### src/rct_cfg.svh
`ifndef RCT_CFG_SVH
`define RCT_CFG_SVH

// clock rate of mclk_i
`define RCT_MCLK_HZ 10000000
// tick positions in 140ths of an input clock period
`define RCT_FRAC_DEN 8'h8c
`define RCT_POS2_INT 8'h23
`define RCT_POS4_INT 8'h69
`define RCT_POS2_R25 8'h2a
`define RCT_POS4_R25 8'h70
`define RCT_POS2_R35 8'h28
`define RCT_POS4_R35 8'h6e
// doubled pll ratios that move the ticks
`define RCT_RATIO_X2_R25 4'h5
`define RCT_RATIO_X2_R35 4'h7
// basic mode table, doubled factors, mode 7 in the top nibble
`define RCT_BASIC_CPM_X2 32'h5544_8866
// core table in 5-bit fields, mode 0 in bits 4:0
`define RCT_BASIC_CORE_X2 40'h31_4c55_2148
// extended family 0001_xxx
`define RCT_EXT_HIGH 4'h1
`define RCT_EXT_LAST_MODE 3'h4
`define RCT_EXT_CPM_X2 4'h4
`define RCT_EXT_CORE_BASE_X2 5'h08
// configuration after sys_rst_i
`define RCT_RST_CODE 7'h00
`define RCT_RST_CPM_X2 4'h6
`define RCT_RST_CORE_X2 5'h08

`endif

### src/rct_pkg.sv
package rct_pkg;

    typedef struct packed {
        logic [3:0] high_clock_mode_field;
        logic [2:0] clock_mode_pins;
    } rct_code_type;

    typedef struct packed {
        rct_code_type code;
        logic [3:0] cpm_mult_x2;
        logic [4:0] core_mult_x2;
        logic valid;
    } rct_cfg_type;

    typedef struct packed {
        logic tick_first;
        logic tick_second;
        logic tick_third;
        logic tick_fourth;
    } rct_ticks_type;

endpackage

### src/rct_reset_clock.sv
// Function
// - Mode pins are captured while hard reset is asserted and set pll and clock factors.
// - The three mode pins encode eight basic configurations.
// - With reset config select and four data pins, 5 further configurations exist, 0001_000 to 0001_100.
// - A new configuration takes effect only after power-on reset, not on hard reset alone.
// - Each input clock cycle has four ticks, first at the rising and third at the falling edge.
// - For integer ratios the second and fourth ticks sit at one and three quarters.
// - At ratio 2.5 they sit at 3/10 and 8/10, at ratio 3.5 at 4/14 and 11/14.
// - User machine outputs change on the tick that programming selects.
// - Sdram and chip-select machine outputs change only on the input clock rising edge.
// - Other bus and system outputs launch from the input clock rising edge.
// - Basic mode patterns 000 to 111 follow the default mode table.
// - Extended code is high field then mode pins, 0001_000 giving cpm 2 and core 4.
// - The system and local buses run at the input clock frequency in every mode.
`timescale 1ns/10ps
`include "rct_cfg.svh"

module rct_reset_clock #(
    parameter int CNT_W = 8,
    parameter int UPM_W = 8,
    parameter int SDR_W = 8,
    parameter int BUS_W = 8
) (
    // clock and control
    input wire logic mclk_i,
    input wire logic sys_rst_i,
    input wire logic ce_i,
    // reset and strap pins
    input wire logic input_clock_i,
    input wire logic hard_reset_i,
    input wire logic power_on_reset_i,
    input wire logic reset_config_select_i,
    input wire logic [2:0] clock_mode_pins_i,
    input wire logic [3:0] high_clock_mode_field_i,
    // machine outputs to be launched
    input wire logic [UPM_W-1:0] upm_next_i,
    input wire logic [1:0] upm_tick_sel_i,
    input wire logic [SDR_W-1:0] sdram_general_chip_select_machine_next_i,
    input wire logic [BUS_W-1:0] bus_next_i,
    // configuration and ticks
    output rct_pkg::rct_cfg_type active_cfg_o,
    output rct_pkg::rct_ticks_type ticks_o,
    output logic bus_clock_o,
    // launched outputs
    output logic [UPM_W-1:0] upm_o,
    output logic [SDR_W-1:0] sdram_general_chip_select_machine_o,
    output logic [BUS_W-1:0] bus_o
);

    localparam int PW = CNT_W + 8;
    localparam logic [31:0] BASIC_CPM = `RCT_BASIC_CPM_X2;
    localparam logic [39:0] BASIC_CORE = `RCT_BASIC_CORE_X2;

    if (CNT_W < 4 || CNT_W > 16) begin : g_cnt_check
        $error("CNT_W must be 4 to 16");
    end
    if (UPM_W < 1 || SDR_W < 1 || BUS_W < 1) begin : g_width_check
        $error("output widths must be positive");
    end

    // two-stage synchronisers for every pin
    logic [10:0] pin_meta_r;
    logic [10:0] pin_sync_r;
    wire logic [10:0] pin_raw = {input_clock_i, hard_reset_i, power_on_reset_i,
        reset_config_select_i, clock_mode_pins_i, high_clock_mode_field_i};

    always_ff @(posedge mclk_i) begin
        if (sys_rst_i) begin
            pin_meta_r <= 11'h000;
            pin_sync_r <= 11'h000;
        end else if (ce_i) begin
            pin_meta_r <= pin_raw;
            pin_sync_r <= pin_meta_r;
        end
    end

    wire logic clk_s = pin_sync_r[10];
    wire logic hrst_s = pin_sync_r[9];
    wire logic por_s = pin_sync_r[8];
    wire logic rcs_s = pin_sync_r[7];
    wire logic [2:0] mode_s = pin_sync_r[6:4];
    wire logic [3:0] high_s = pin_sync_r[3:0];

    // strap capture and configuration decode
    rct_pkg::rct_code_type sample_r;
    rct_pkg::rct_cfg_type active_r;
    logic por_d_r;

    // without reset config select the high field reads as zero: basic modes only
    wire logic [3:0] high_pick = rcs_s ? high_s : 4'h0;
    wire logic por_fall = por_d_r & ~por_s;
    wire logic is_basic = (sample_r.high_clock_mode_field == 4'h0);
    wire logic is_ext = (sample_r.high_clock_mode_field == `RCT_EXT_HIGH)
        && (sample_r.clock_mode_pins <= `RCT_EXT_LAST_MODE);
    wire logic [3:0] basic_cpm = BASIC_CPM[{sample_r.clock_mode_pins, 2'b00} +: 4];
    wire logic [4:0] basic_core = BASIC_CORE[sample_r.clock_mode_pins * 5 +: 5];
    wire logic [4:0] ext_core = `RCT_EXT_CORE_BASE_X2
        + {1'b0, sample_r.clock_mode_pins, 1'b0};
    rct_pkg::rct_cfg_type dec_cfg;
    assign dec_cfg.code = sample_r;
    assign dec_cfg.cpm_mult_x2 = is_basic ? basic_cpm : (is_ext ? `RCT_EXT_CPM_X2 : 4'h0);
    assign dec_cfg.core_mult_x2 = is_basic ? basic_core : (is_ext ? ext_core : 5'h00);
    assign dec_cfg.valid = is_basic | is_ext;

    always_ff @(posedge mclk_i) begin
        if (sys_rst_i) begin
            sample_r <= '0;
            por_d_r <= 1'b0;
            active_r.code <= `RCT_RST_CODE;
            active_r.cpm_mult_x2 <= `RCT_RST_CPM_X2;
            active_r.core_mult_x2 <= `RCT_RST_CORE_X2;
            active_r.valid <= 1'b1;
        end else if (ce_i) begin
            por_d_r <= por_s;
            if (hrst_s) begin
                sample_r <= {high_pick, mode_s};
            end
            if (por_fall) begin
                active_r <= dec_cfg;
            end
        end
    end

    // tick generation, period measured in mclk cycles
    logic clk_d_r;
    logic [CNT_W-1:0] cnt_r;
    logic [CNT_W-1:0] per_r;
    logic fired2_r;
    logic fired4_r;
    logic rise_seen_r;
    rct_pkg::rct_ticks_type ticks_r;

    wire logic rise = clk_s & ~clk_d_r;
    wire logic fall = ~clk_s & clk_d_r;
    wire logic is_r25 = (active_r.cpm_mult_x2 == `RCT_RATIO_X2_R25);
    wire logic is_r35 = (active_r.cpm_mult_x2 == `RCT_RATIO_X2_R35);
    wire logic [7:0] pos2 = is_r25 ? `RCT_POS2_R25 :
        (is_r35 ? `RCT_POS2_R35 : `RCT_POS2_INT);
    wire logic [7:0] pos4 = is_r25 ? `RCT_POS4_R25 :
        (is_r35 ? `RCT_POS4_R35 : `RCT_POS4_INT);
    wire logic [PW-1:0] now_scaled = PW'(cnt_r) * PW'(`RCT_FRAC_DEN);
    wire logic [PW-1:0] pos2_scaled = PW'(pos2) * PW'(per_r);
    wire logic [PW-1:0] pos4_scaled = PW'(pos4) * PW'(per_r);
    // a zero period (fewer than two rises seen yet) gives no second or fourth tick
    wire logic per_ok = (per_r != '0);
    wire logic hit2 = per_ok & ~fired2_r & ~rise & (now_scaled >= pos2_scaled);
    wire logic hit4 = per_ok & ~fired4_r & ~rise & (now_scaled >= pos4_scaled);
    wire logic cnt_max = (cnt_r == {CNT_W{1'b1}});
    rct_pkg::rct_ticks_type ticks_nxt;
    assign ticks_nxt.tick_first = rise;
    assign ticks_nxt.tick_second = hit2;
    assign ticks_nxt.tick_third = fall;
    assign ticks_nxt.tick_fourth = hit4;

    always_ff @(posedge mclk_i) begin
        if (sys_rst_i) begin
            clk_d_r <= 1'b0;
            cnt_r <= '0;
            per_r <= '0;
            fired2_r <= 1'b0;
            fired4_r <= 1'b0;
            rise_seen_r <= 1'b0;
            ticks_r <= '0;
        end else if (ce_i) begin
            clk_d_r <= clk_s;
            ticks_r <= ticks_nxt;
            if (rise) begin
                cnt_r <= '0;
                rise_seen_r <= 1'b1;
                // the count before the first rise is only a partial period
                if (rise_seen_r) begin
                    per_r <= cnt_max ? cnt_r : cnt_r + 1'b1;
                end
                fired2_r <= 1'b0;
                fired4_r <= 1'b0;
            end else begin
                if (!cnt_max) begin
                    cnt_r <= cnt_r + 1'b1;
                end
                fired2_r <= fired2_r | hit2;
                fired4_r <= fired4_r | hit4;
            end
        end
    end

    // output launch
    logic [UPM_W-1:0] upm_r;
    logic [SDR_W-1:0] sdram_r;
    logic [BUS_W-1:0] bus_r;
    logic bus_clk_r;

    wire logic [3:0] tick_vec = {ticks_nxt.tick_fourth, ticks_nxt.tick_third,
        ticks_nxt.tick_second, ticks_nxt.tick_first};
    wire logic upm_go = tick_vec[upm_tick_sel_i];

    always_ff @(posedge mclk_i) begin
        if (sys_rst_i) begin
            upm_r <= '0;
            sdram_r <= '0;
            bus_r <= '0;
            bus_clk_r <= 1'b0;
        end else if (ce_i) begin
            bus_clk_r <= clk_s;
            if (upm_go) begin
                upm_r <= upm_next_i;
            end
            if (rise) begin
                sdram_r <= sdram_general_chip_select_machine_next_i;
                bus_r <= bus_next_i;
            end
        end
    end

    assign active_cfg_o = active_r;
    assign ticks_o = ticks_r;
    assign bus_clock_o = bus_clk_r;
    assign upm_o = upm_r;
    assign sdram_general_chip_select_machine_o = sdram_r;
    assign bus_o = bus_r;

    a_first_on_rise: assert property (@(posedge mclk_i) disable iff (sys_rst_i)
        ce_i && rise |=> ticks_r.tick_first)
        else $error("first tick missing after input clock rise");

    a_third_on_fall: assert property (@(posedge mclk_i) disable iff (sys_rst_i)
        ce_i && fall |=> ticks_r.tick_third && !ticks_r.tick_first)
        else $error("third tick missing after input clock fall");

    a_fourth_after_second: assert property (@(posedge mclk_i) disable iff (sys_rst_i)
        ticks_r.tick_fourth |-> fired2_r && !ticks_r.tick_first)
        else $error("fourth tick before second tick");

    a_cfg_hold_hard_reset: assert property (@(posedge mclk_i) disable iff (sys_rst_i)
        !(ce_i && por_fall) |=> $stable(active_r))
        else $error("configuration changed without power-on reset");

    a_sample_in_hard_reset: assert property (@(posedge mclk_i) disable iff (sys_rst_i)
        ce_i && hrst_s |=> sample_r.clock_mode_pins == $past(mode_s))
        else $error("mode pins not captured during hard reset");

    a_basic_mode_zero: assert property (@(posedge mclk_i) disable iff (sys_rst_i)
        ce_i && por_fall && sample_r == 7'h00
        |=> active_r.cpm_mult_x2 == 4'h6 && active_r.core_mult_x2 == 5'h08)
        else $error("basic mode 000 decoded wrongly");

    a_ext_mode_first: assert property (@(posedge mclk_i) disable iff (sys_rst_i)
        ce_i && por_fall && sample_r == 7'h08
        |=> active_r.cpm_mult_x2 == 4'h4 && active_r.core_mult_x2 == 5'h08)
        else $error("extended mode 0001_000 decoded wrongly");

    a_sdram_on_rise: assert property (@(posedge mclk_i) disable iff (sys_rst_i)
        $changed(sdram_r) |-> $past(rise) && $past(ce_i))
        else $error("sdram output moved off the rising edge");

    a_bus_on_rise: assert property (@(posedge mclk_i) disable iff (sys_rst_i)
        $changed(bus_r) |-> $past(rise) && $past(ce_i))
        else $error("bus output moved off the rising edge");

    a_upm_on_tick: assert property (@(posedge mclk_i) disable iff (sys_rst_i)
        $changed(upm_r) |-> $past(upm_go) && $past(ce_i))
        else $error("user machine output moved off its tick");

    a_bus_clock_copy: assert property (@(posedge mclk_i) disable iff (sys_rst_i)
        ce_i |=> bus_clk_r == $past(clk_s))
        else $error("bus clock does not follow the input clock");

    a_first_restarts: assert property (@(posedge mclk_i) disable iff (sys_rst_i)
        ce_i && rise |=> cnt_r == '0 && !fired2_r && !fired4_r)
        else $error("tick phase not realigned on input clock rise");

    a_period_held: assert property (@(posedge mclk_i) disable iff (sys_rst_i)
        !(ce_i && rise) |=> $stable(per_r))
        else $error("period changed between input clock rises");

    a_ticks_no_clash: assert property (@(posedge mclk_i) disable iff (sys_rst_i)
        !(ticks_r.tick_first && (ticks_r.tick_second || ticks_r.tick_fourth)))
        else $error("second or fourth tick on the rising edge");

    a_basic_no_select: assert property (@(posedge mclk_i) disable iff (sys_rst_i)
        ce_i && hrst_s && !rcs_s |=> sample_r.high_clock_mode_field == 4'h0)
        else $error("high field taken without reset config select");

    a_valid_factors: assert property (@(posedge mclk_i) disable iff (sys_rst_i)
        active_r.valid |-> active_r.cpm_mult_x2 != 4'h0 && active_r.core_mult_x2 != 5'h00)
        else $error("valid configuration with a zero factor");

    a_ext_cpm_fixed: assert property (@(posedge mclk_i) disable iff (sys_rst_i)
        active_r.valid && active_r.code.high_clock_mode_field == `RCT_EXT_HIGH
        |-> active_r.cpm_mult_x2 == `RCT_EXT_CPM_X2)
        else $error("extended mode with wrong cpm factor");

    a_basic_mode_four: assert property (@(posedge mclk_i) disable iff (sys_rst_i)
        ce_i && por_fall && sample_r == 7'h04
        |=> active_r.cpm_mult_x2 == 4'h4 && active_r.core_mult_x2 == 5'h05)
        else $error("basic mode 100 decoded wrongly");

    a_basic_mode_seven: assert property (@(posedge mclk_i) disable iff (sys_rst_i)
        ce_i && por_fall && sample_r == 7'h07
        |=> active_r.cpm_mult_x2 == 4'h5 && active_r.core_mult_x2 == 5'h06)
        else $error("basic mode 111 decoded wrongly");

    a_ce_freeze: assert property (@(posedge mclk_i) disable iff (sys_rst_i)
        !ce_i |=> $stable(active_r) && $stable(ticks_r) && $stable(upm_r)
        && $stable(sdram_r) && $stable(bus_r) && $stable(bus_clk_r))
        else $error("state moved while clock enable was low");

endmodule

### config.mk
export PLATFORM = sky130hd
export DESIGN_NAME = rct_reset_clock
export DESIGN_NICKNAME = d
export VERILOG_FILES = /design/src/rct_pkg.sv /design/src/rct_reset_clock.sv
export VERILOG_INCLUDE_DIRS = /design/src
export SDC_FILE = /design/constraint.sdc
export NUM_CORES = 1
export LEC_CHECK = 0
export BUFFER_PORTS_ARGS = -buffer_cell sky130_fd_sc_hd__clkbuf_2
export CORE_UTILIZATION = 60
export DETAILED_ROUTE_END_ITERATION = 8
export GPL_TIMING_DRIVEN = 0
export HOLD_SLACK_MARGIN = 0.06
export PLACE_DENSITY_LB_ADDON = 0.2
export SLEW_MARGIN = 20
export SYNTH_ARGS = -nofsm -noshare
export SYNTH_HDL_FRONTEND = slang
export SYNTH_SLANG_ARGS = --single-unit
### constraint.sdc
create_clock -name mclk_i -period 11.5 [get_ports mclk_i]
set_clock_uncertainty 0.05 [all_clocks]
set_input_delay 1.15 -clock mclk_i [delete_from_list [all_inputs] [get_ports mclk_i]]
set_output_delay 1.15 -clock mclk_i [all_outputs]
set_load 0.005 [all_outputs]
==> results of run 1 <==
## flip-flops by register name, summed over array words and instances (netlist names), 4 cells and up
signal                               flops
active_cfg_o                            17
bus_o                                    8
cnt_r                                    8
dec_cfg                                  7
per_r                                    8
pin_meta_r                              11
pin_sync_r                              11
sdram_general_chip_select_machine_o      8
ticks_o                                  4
upm_o                                    8
## worst min-delay path: stages (launching register included)
cell	delay, ps
dfxtp_1	310
nand2_1	50
a21oi_1	50
## metrics by stage
step	setup slack (ps)	hold WS (ps)	std cells	power [mW]
after floorplan	5450	381	921	0.394
after global placement	4550	391	1177	0.416
after detailed placement	4430	395	1177	0.417
after CTS	4380	404	1193	0.704
after global routing	3940	424	1193	0.722
final	4340	404	1193	0.700
## path summary, 6_finish.rpt
kind | from | to | slack, ps | cells past startpoint
max | active_cfg_o[7] | upm_o[4] | 4340 | 24
max reg2reg | active_cfg_o[7] | upm_o[4] | 4340 | 24
min | sdram_general_chip_select_machine_o[1] | sdram_general_chip_select_machine_o[1] | 400 | 2
min reg2reg | sdram_general_chip_select_machine_o[1] | sdram_general_chip_select_machine_o[1] | 400 | 2
## layout by cell type (no fill, tap or decap), types with 2 or more instances in the layout
cell	Yosys	routed
ha_1	125	125
nand2_1	114	114
inv_1	103	103
dfxtp_1	95	95
nor2_1	93	93
clkbuf_2	0	84
a21oi_1	78	78
fa_1	39	39
mux2i_1	37	37
clkbuf_1	25	25
o21ai_0	24	24
xnor2_1	17	17
nand3_1	16	16
xor2_1	16	16
nor3_1	12	12
a211oi_1	12	12
o21a_1	11	11
clkbuf_16	0	9
or3_1	8	8
and3_1	8	8
nor2b_1	7	7
nand3b_1	6	6
a21o_1	5	5
nand2b_1	5	5
buf_1	5	5
nand4_1	4	4
a32oi_1	3	3
clkinv_1	2	2
o21bai_1	2	2
or4_1	2	2
o21a_2	2	2
or2_2	2	2
nor4_1	2	2
or2b_2	2	2
o211ai_1	2	2
a22oi_1	2	2
o2111ai_1	2	2
a211oi_4	2	2
o221ai_1	2	2
inv_8	0	2
## cell type report
class | count | area (um2)
clock buffer | 10 | 239
fill | 1089 | 3900
clock inverter | 6 | 52.6
inverter | 106 | 398
buffer | 33 | 139
tap | 172 | 215
multi-input combinational | 687 | 5350
timing repair buffer | 84 | 420
sequential | 95 | 1900
## kinds of logic (layout without fill, tap and decap cells)
group	Yosys count	after routing	synth area share [%]
xor+xnor	33	33	3.71
flops	95	95	24.4
buf+inv	139	239	6.89
compound gates	164	164	13.4
mux	37	37	4.75
simple gates	289	289	16.8
fa+ha+maj	164	164	30.1
## report_power, final
group          switching (mW)  total [mW]  internal (mW)
registers             0.00527       0.341          0.336
logic                  0.0392      0.0692         0.0300
clock network           0.133       0.289          0.156
## routing by layer
layer,track usage [%],share of wire (%),vias to the layer above
met5,0,0,-
met4,8.46,1.9,0
met3,4.92,3.8,32
met2,47.5,49,120
met1,35.0,45,3139
li1,-,-,3303
==> impl_metrics.tcl, run 1 <==
set metrics [dict create \
    synth_most_common_cell "ha_1" \
    rsz0062_at_grt "false" \
    cp-start-kind "flop" \
    dp_hpwl_mm 14.3 \
    hold_buffers 0 \
    timing.slew.headroom_pct 51.4 \
    min_path_type "flop to flop" \
    synth_edf_count 0 \
    synth_common_cells "ha_1, nand2_1, inv_1" \
    crit_chain "clkbuf_1 > clkbuf_1 > nand2_1 > fa_1 > inv_1 > fa_1 > fa_1 > inv_1 > fa_1 > inv_1 > ha_1 > or3_1 > o21ai_0 > a21oi_1 > a211oi_1 > a21oi_1 > xnor2_1 > ha_1 > o2111ai_1 > a21oi_1 > o221ai_1 > and3_2 > a211oi_4 > mux2i_1" \
    design.die.area_um2 13400 \
    ys_types 66 \
    syn_nets 1125 \
    synth_seq_cells 95 \
    synthTopCellsByArea "dfxtp_1, ha_1, fa_1" \
    fmax_ghz 0.140 \
    post-route-period-util_pct 62.2 \
    die_x_um 116 \
    vias_per_cell 5.53 \
    cts.reportedPaths.clkPinSlew_ps 70 \
    final_nets 1220 \
    grt_overflow 0 \
    cp.buffers_inverters 5 \
    cts_resized 0 \
    synth_async_sr_flop_share_pct 0 \
    placed_area_um2 8430 \
    num_vias 6594 \
    yosysTopAreaCell "dfxtp_1" \
    post_cts_buffers 0 \
    h-tree-depth 3 \
    cap_viol_max_count 0 \
    worstMarginPinSlew_ps 729 \
    drtAntennaViolNets 0 \
    synth-main-ff-cell "dfxtp_1" \
    yosysSeqAreaShare_pct 24.4 \
    outcome "finished, final reports clean" \
    syn_avg_cell_area_um2 8.46 \
    grt_pass1_vias 6129 \
    slowest_stage "fa_1" \
    dr.pass1.iters 5 \
    crit_fanout 10 \
    yosysWarnings 0 \
    cts_root_buf "clkbuf_16" \
    synth_area_um2 7790 \
    cts_made_buffers 9 \
    crit_family "adder cells" \
    grt_max_degree 18 \
    io_pins 86 \
    ir_drop_mv 0.109 \
    drc 0 \
    die_y_um 116 \
    grt_first_pass_wirelength_mm 28.7 \
    setup_viol 0 \
    diodes 0 \
    clock-sinks 95 \
    gp_congestion 0.886 \
    fin_crit_ps 7160 \
    portBuffers 84 \
    rows 41 \
    netlist_instances 921 \
    tns_ps 0 \
    initialDrtViolationCount 337 \
    cp.required_ps 11720 \
    initial_core_util_pct 61.7 \
    gr-usage-all-layers_pct 27.5 \
    power_leakage_nw 4.37 \
    hold_viol_final 0 \
    endpoint_kind "flop" \
    cts_tree "done" \
    clock_latency_ps 340 \
    yosys.area.top_type_share_pct 24.4 \
    core_um2 12600 \
    stdcell_area_um2 8720 \
    wire_per_inst_um 14.9 \
    utilization_pct 69.1 \
    area_delta_synth_final_pct 11.9 \
    crit_arrival_ps 7380 \
    clk_path_buf_depth 2 \
    max_stage_delay_ps 580 \
    layout-drive-gt1-share_pct 11.7 \
    finalWirelength_mm 17.8 \
    grt_antenna_before_repair 0 \
    criticalPathCategory "flop to flop" \
    slew_violations 0 \
    cpMostUsedCell "fa_1" \
    power.density_nw_per_um2 80.2 \
]
No activity file was read; power rests on OpenSTA's default activity.
==> inputs of run 2 (changes only) <==
--- a/config.mk
+++ b/config.mk
@@ -6,8 +6,9 @@
 export SDC_FILE = /design/constraint.sdc
 export NUM_CORES = 1
 export LEC_CHECK = 0
+export ABC_AREA = 1
 export BUFFER_PORTS_ARGS = -buffer_cell sky130_fd_sc_hd__clkbuf_2
-export CORE_UTILIZATION = 60
+export CORE_UTILIZATION = 54
 export DETAILED_ROUTE_END_ITERATION = 8
 export GPL_TIMING_DRIVEN = 0
 export HOLD_SLACK_MARGIN = 0.06
==> constraint.sdc (replaced) <==
create_clock -name mclk_i -period 5.74 [get_ports mclk_i]
set_clock_uncertainty 0.05 [all_clocks]
set_input_delay 0.574 -clock mclk_i [delete_from_list [all_inputs] [get_ports mclk_i]]
set_output_delay 0.574 -clock mclk_i [all_outputs]
set_load 0.005 [all_outputs]
==> run 2 against run 1 <==
  * Wire length about the same
  * Register-to-register slack worse by 4400 ps
  * Global-route usage shrank 2.0 points
  * Highest routed layer unchanged
  * Fmax grew 22%
  * Critical path type unchanged
  * Largest cell class unchanged
  * The flow now finishes with violations (negative setup slack)
  * Sequential share of layout area fell by 0.37 points
  * Area after synthesis fell by 1.3%
  * Cell area increased by 2.8%
==> impl_metrics.tcl, run 2 <==
set metrics [dict create \
    cts_made_buffers 9 \
    synth-main-ff-cell "dfxtp_1" \
    p_int_mw 1.07 \
    cp.required_ps 5930 \
    cts_tree "done" \
    gr-usage-all-layers_pct 25.5 \
    final_cells 1316 \
    seq_area_um2 1920 \
    synth_common_cells "nor2_1, inv_1, nand2_1" \
    max_stage_delay_ps 510 \
    grt_antenna_before_repair 0 \
    clk_path_buf_depth 2 \
    gp_congestion 0.881 \
    cp-start-kind "flop" \
    dr.pass1.iters 5 \
    worst_slack_ps -106 \
    ys_types 41 \
    cpMostUsedCell "nand2_1" \
    power.density_nw_per_um2 164 \
    final_nets 1335 \
    slew_violations 0 \
    synth_seq_cells 95 \
    portBuffers 84 \
    setup_viol 8 \
    dp_hpwl_mm 13.9 \
    num_vias 6624 \
    power.switching_mw 0.405 \
    stdcell_area_um2 8960 \
    crit_arrival_ps 6040 \
    combPwrFrac_pct 14.2 \
    rsz0062_at_grt "true" \
    yosys.area.top_type_share_pct 24.7 \
    yosysWarnings 0 \
    core_um2 13900 \
    die_x_um 121 \
    grt_overflow 0 \
    clockPowerShare_pct 37.6 \
    p_seq_share_pct 48.1 \
    dp.cells 1277 \
    syn_avg_cell_area_um2 7.59 \
    slowest_stage "fa_1" \
    design.die.area_um2 14700 \
    endpoint_kind "flop" \
    final_common_cell "nor2_1" \
    finalWirelength_mm 17.8 \
    vias_per_cell 5.03 \
    netlist_instances 1013 \
    layout_common_cells "nor2_1, inv_1, nand2_1" \
    largest_register_ffs 17 \
    fmax_ghz 0.171 \
    initial_core_util_pct 55.4 \
    cap_viol_max_count 0 \
    hold_viol_final 0 \
    initialDrtViolationCount 350 \
    grt_max_degree 17 \
    cts.reportedPaths.clkPinSlew_ps 70 \
    h-tree-depth 3 \
    drc 0 \
    violations "negative setup slack" \
    power_leakage_nw 4.80 \
    synth_area_um2 7690 \
    clock_latency_ps 340 \
    crit_fanout 5 \
    multi_input_area_um2 5180 \
    fill_cells 1280 \
    criticalPathCategory "flop to flop" \
    placed_area_um2 8340 \
    synth_async_sr_flop_share_pct 0 \
    clock-sinks 95 \
    netSwitchingFraction_pct 27.5 \
    area_delta_synth_final_pct 16.5 \
    min_path_type "input pin to flop" \
    grt_pass1_vias 6251 \
    ir_drop_mv 0.193 \
    yosysTopAreaCell "dfxtp_1" \
    synthTopCellsByArea "dfxtp_1, ha_1, fa_1" \
    post-route-period-util_pct 102 \
    tns_ps -758 \
    die_y_um 121 \
    syn_nets 1217 \
    synth_most_common_cell "nor2_1" \
    yosysSeqAreaShare_pct 24.7 \
    grt_first_pass_wirelength_mm 29.6 \
    fin_crit_ps 5850 \
    synth_edf_count 0 \
    cts_root_buf "clkbuf_16" \
    diodes 0 \
    outcome "finished with violations" \
    timing.slew.headroom_pct 58.7 \
    wire_per_inst_um 13.5 \
    worstMarginPinSlew_ps 618 \
    layout-drive-gt1-share_pct 16.5 \
    drtAntennaViolNets 0 \
    io_pins 86 \
    rows 43 \
]
[run 2: routing by layer]
metal | wire length, um | share of wire [%] | track usage, % | vias up
li1 | - | - | - | 3480
met3 | 683 | 3.8 | 3.29 | 14
met5 | 0 | 0 | 0 | -
met1 | 8320 | 47 | 34.1 | 3012
met4 | 170 | 0.96 | 6.02 | 0
met2 | 8610 | 48 | 43.5 | 118
[run 2: worst paths after layout]
check	startpoint	endpoint	slack [ps]	cells after the start
setup / recovery	active_cfg_o[9]	upm_o[3]	-110	37
hold / removal	sdram_general_chip_select_machine_next_i[0]	sdram_general_chip_select_machine_o[0]	400	3
setup reg to reg	active_cfg_o[9]	upm_o[3]	-110	37
hold reg to reg	active_cfg_o[12]	active_cfg_o[12]	410	2
[run 2: what timing repair did]
action | 4_1_cts | 5_1_grt
gates resized for setup | 43 | 9
cloned | 1 | 0
hold buffers | 0 | 0
pin swaps | 24 | 17
buffers inserted | 20 | 2
endpoints found under the setup margin | 10 | 10
[run 2: layout make-up]
class | instances | share of cell area (%)
well taps | 180 | 2.51
clock inverters | 6 | 0.503
inverters | 165 | 7.08
repair buffers | 107 | 6.80
clock buffers | 10 | 2.56
plain buffers | 25 | 1.26
multi-input cells | 728 | 57.8
flip-flops and latches | 95 | 21.4
[run 2: logic make-up after synthesis]
logic type	after synthesis	share of synthesized area, %
adders and majority gates	164	30.5
and+or+nand+nor	351	18.6
buffers and inverters	190	9.52
AOI/OAI and AO/OA	176	12.4
DFF	95	24.7
xor gates and xnor gates	37	4.21
[run 2: stage by stage]
stage	power (mW)	worst slack, ps	hold slack [ps]	util, %
final	1.47	-106	405	64.5
after global routing	1.54	-510	401	64.5
after CTS	1.48	-65.1	393	64.3
after detailed placement	0.921	-796	403	60.1
after global placement	0.918	-779	399	60.1
after floorplan	0.848	41.0	388	-
[run 2: critical path: cells and delay by family, from the launching register on]
family	cells	cell delay, ps
AO/OA/AOI/OAI	6	570
XOR/XNOR	1	200
adder cells (fa/ha/maj)	6	2570
buffers and inverters	6	510
flip-flops	1	330
AND/OR/NAND/NOR	18	1490
[run 2: power by group through the flow]
| stage | combinational, mW | clock (mW) | sequential [mW] |
|---|---|---|---|
| 3_3_place_gp | 0.194 | 0 | 0.724 |
| 5_1_grt | 0.241 | 0.590 | 0.713 |
| 4_1_cts | 0.209 | 0.563 | 0.710 |
| 6_report | 0.210 | 0.554 | 0.709 |
| 3_5_place_dp | 0.197 | 0 | 0.724 |
| 2_1_floorplan | 0.128 | 0 | 0.720 |
==> inputs of run 3 (changes only) <==
--- a/config.mk
+++ b/config.mk
@@ -8,7 +8,8 @@
 export LEC_CHECK = 0
 export ABC_AREA = 1
 export BUFFER_PORTS_ARGS = -buffer_cell sky130_fd_sc_hd__clkbuf_2
-export CORE_UTILIZATION = 54
+export CORE_ASPECT_RATIO = 0.7
+export CORE_UTILIZATION = 60
 export DETAILED_ROUTE_END_ITERATION = 8
 export GPL_TIMING_DRIVEN = 0
 export HOLD_SLACK_MARGIN = 0.06
==> constraint.sdc (replaced) <==
create_clock -name mclk_i -period 6.3 [get_ports mclk_i]
set_clock_uncertainty 0.05 [all_clocks]
set_input_delay 0.63 -clock mclk_i [delete_from_list [all_inputs] [get_ports mclk_i]]
set_output_delay 0.63 -clock mclk_i [all_outputs]
set_load 0.005 [all_outputs]
==> run 3 against run 2 <==
  * The flow now finishes without violations
  * Hold slack gained 12 ps
  * Register-to-register slack gained 390 ps
  * Count of clock-buffer cells in the layout grew 2
  * Power shrank 2.7%
  * Fmax shrank 2.9%
==> impl_metrics.tcl, run 3 (synthesized netlist as in run 2, its figures left out) <==
set metrics [dict create \
    criticalPathCategory "flop to flop" \
    portBuffers 84 \
    vias_per_cell 5.31 \
    max_stage_delay_ps 540 \
    ir_drop_mv 0.170 \
    hold_viol_final 0 \
    seq_area_um2 1920 \
    h-tree-depth 3 \
    clk_path_buf_depth 2 \
    area_delta_synth_final_pct 17.2 \
    die_x_um 137 \
    setup_viol 0 \
    hold_buffers 0 \
    pre_cts_slack_ps -484 \
    p_int_mw 1.08 \
    layout-drive-gt1-share_pct 16.1 \
    rows 34 \
    min_path_type "flop to flop" \
    cpMostUsedCell "nand2_1" \
    post-route-period-util_pct 95.6 \
    final_common_cell "nor2_1" \
    grt_overflow 0 \
    dp_hpwl_mm 14.4 \
    drtAntennaViolNets 0 \
    clockPowerShare_pct 41.4 \
    drc 0 \
    cp.required_ps 6490 \
    fill_cells 973 \
    outcome "finished, final reports clean" \
    cts_made_buffers 9 \
    finalWirelength_mm 18.7 \
    p_seq_share_pct 45.1 \
    combPwrFrac_pct 13.5 \
    slew_violations 0 \
    cts_tree "done" \
    initial_core_util_pct 61.7 \
    final_nets 1340 \
    crit_fanout 6 \
    cts.reportedPaths.clkPinSlew_ps 70 \
    dp.cells 1259 \
    worst_slack_ps 279 \
    gr-usage-all-layers_pct 28.9 \
    gp_congestion 0.930 \
    largest_register_ffs 17 \
    num_vias 6920 \
    clock_latency_ps 340 \
    clock-sinks 95 \
    cap_viol_max_count 0 \
    final_cells 1303 \
    grt_antenna_before_repair 0 \
    worstMarginPinSlew_ps 633 \
    grt_pass1_vias 6199 \
    cp-start-kind "flop" \
    initialDrtViolationCount 451 \
    wire_per_inst_um 14.3 \
    power_leakage_nw 4.85 \
    design.die.area_um2 13300 \
    endpoint_kind "flop" \
    slowest_stage "fa_1" \
    diodes 0 \
    fin_crit_ps 6020 \
    power.switching_mw 0.358 \
    core_um2 12500 \
    die_y_um 96.7 \
    timing.slew.headroom_pct 57.7 \
    power.density_nw_per_um2 159 \
    cts_root_buf "clkbuf_16" \
    io_pins 86 \
    dr.pass1.iters 5 \
    fmax_ghz 0.166 \
    multi_input_area_um2 5150 \
    crit_arrival_ps 6210 \
    holdWs_ps 417 \
    ff2ff_path_depth 35 \
    hold_depth 2 \
    netSwitchingFraction_pct 24.9 \
    layout_common_cells "nor2_1, inv_1, nand2_1" \
    grt_max_degree 16 \
    grt_first_pass_wirelength_mm 30.3 \
]
==> run 3: changes by cell type in the layout (fill, tap and decap cells not counted), moves of 2 or more <==
| cell | change |
|---|---|
| clkbuf_8 | +2 |
| buf_4 | +6 |
| bufinv_16 | +2 |
| nand3_1 | +2 |
| inv_4 | +2 |
| buf_6 | -2 |
| nor2_1 | -2 |
| inv_1 | +2 |
| a21oi_1 | +3 |
| inv_2 | -5 |
| nand3_2 | -2 |
| a21oi_2 | -3 |
==> run 3: metrics by stage <==
| stage | setup TNS [ps] | area (um2) | power (mW) | util (%) |
|---|---|---|---|---|
| 6_report | 0 | 9010 | 1.43 | 72.3 |
| 5_1_grt | -17.4 | 9010 | 1.49 | 72.3 |
| 4_1_cts | 0 | 8680 | 1.42 | 69.6 |
| 3_5_place_dp | -3980 | 8310 | 0.837 | 66.7 |
| 3_3_place_gp | -2540 | 8310 | 0.833 | 66.7 |
| 2_1_floorplan | 0 | 7690 | 0.773 | - |
==> run 3: final timing paths <==
| kind | start | endpoint | slack [ps] |
|---|---|---|---|
| setup / recovery | active_cfg_o[7] | upm_o[6] | 280 |
| hold / removal | active_cfg_o[12] | active_cfg_o[12] | 420 |
| setup reg to reg | active_cfg_o[7] | upm_o[6] | 280 |
| hold reg to reg | active_cfg_o[12] | active_cfg_o[12] | 420 |
==> run 3: final cells by class <==
class	instances	area share (%)
multi-input cells	728	57.2
repair buffers	112	7.19
clock buffers	12	2.85
plain buffers	25	1.29
well taps	162	2.25
inverters	165	7.14
clock inverters	4	0.847
flip-flops and latches	95	21.3
==> run 3: repair_timing <==
item	CTS	global route
gates cloned	0	1
endpoints found under the hold margin	0	0
gates resized for setup	7	38
pin swaps	1	21
endpoints found under the setup margin	10	10
setup buffers	2	25
==> run 3: power groups by stage <==
stage / clock network, mW / logic (mW) / registers [mW]
5_1_grt: 0.627 / 0.219 / 0.649
6_report: 0.594 / 0.193 / 0.647
4_1_cts: 0.597 / 0.180 / 0.647
3_3_place_gp: 0 / 0.174 / 0.659
2_1_floorplan: 0 / 0.117 / 0.656
3_5_place_dp: 0 / 0.178 / 0.660
==> run 3: layer usage <==
metal,GRT usage [%],part of all wire [%]
met4,3.72,0.86
met5,0,0
met3,6.39,7.7
met2,39.8,40
met1,46.2,51
==> run 3: critical path: cells and delay by family (launching register included) <==
| kind | cells | cell delay (ps) |
|---|---|---|
| buffers and inverters | 5 | 420 |
| xor gates and xnor gates | 1 | 170 |
| DFF | 1 | 390 |
| AOI/OAI and AO/OA | 6 | 630 |
| adders and majority gates | 6 | 2620 |
| and+or+nand+nor | 17 | 1640 |
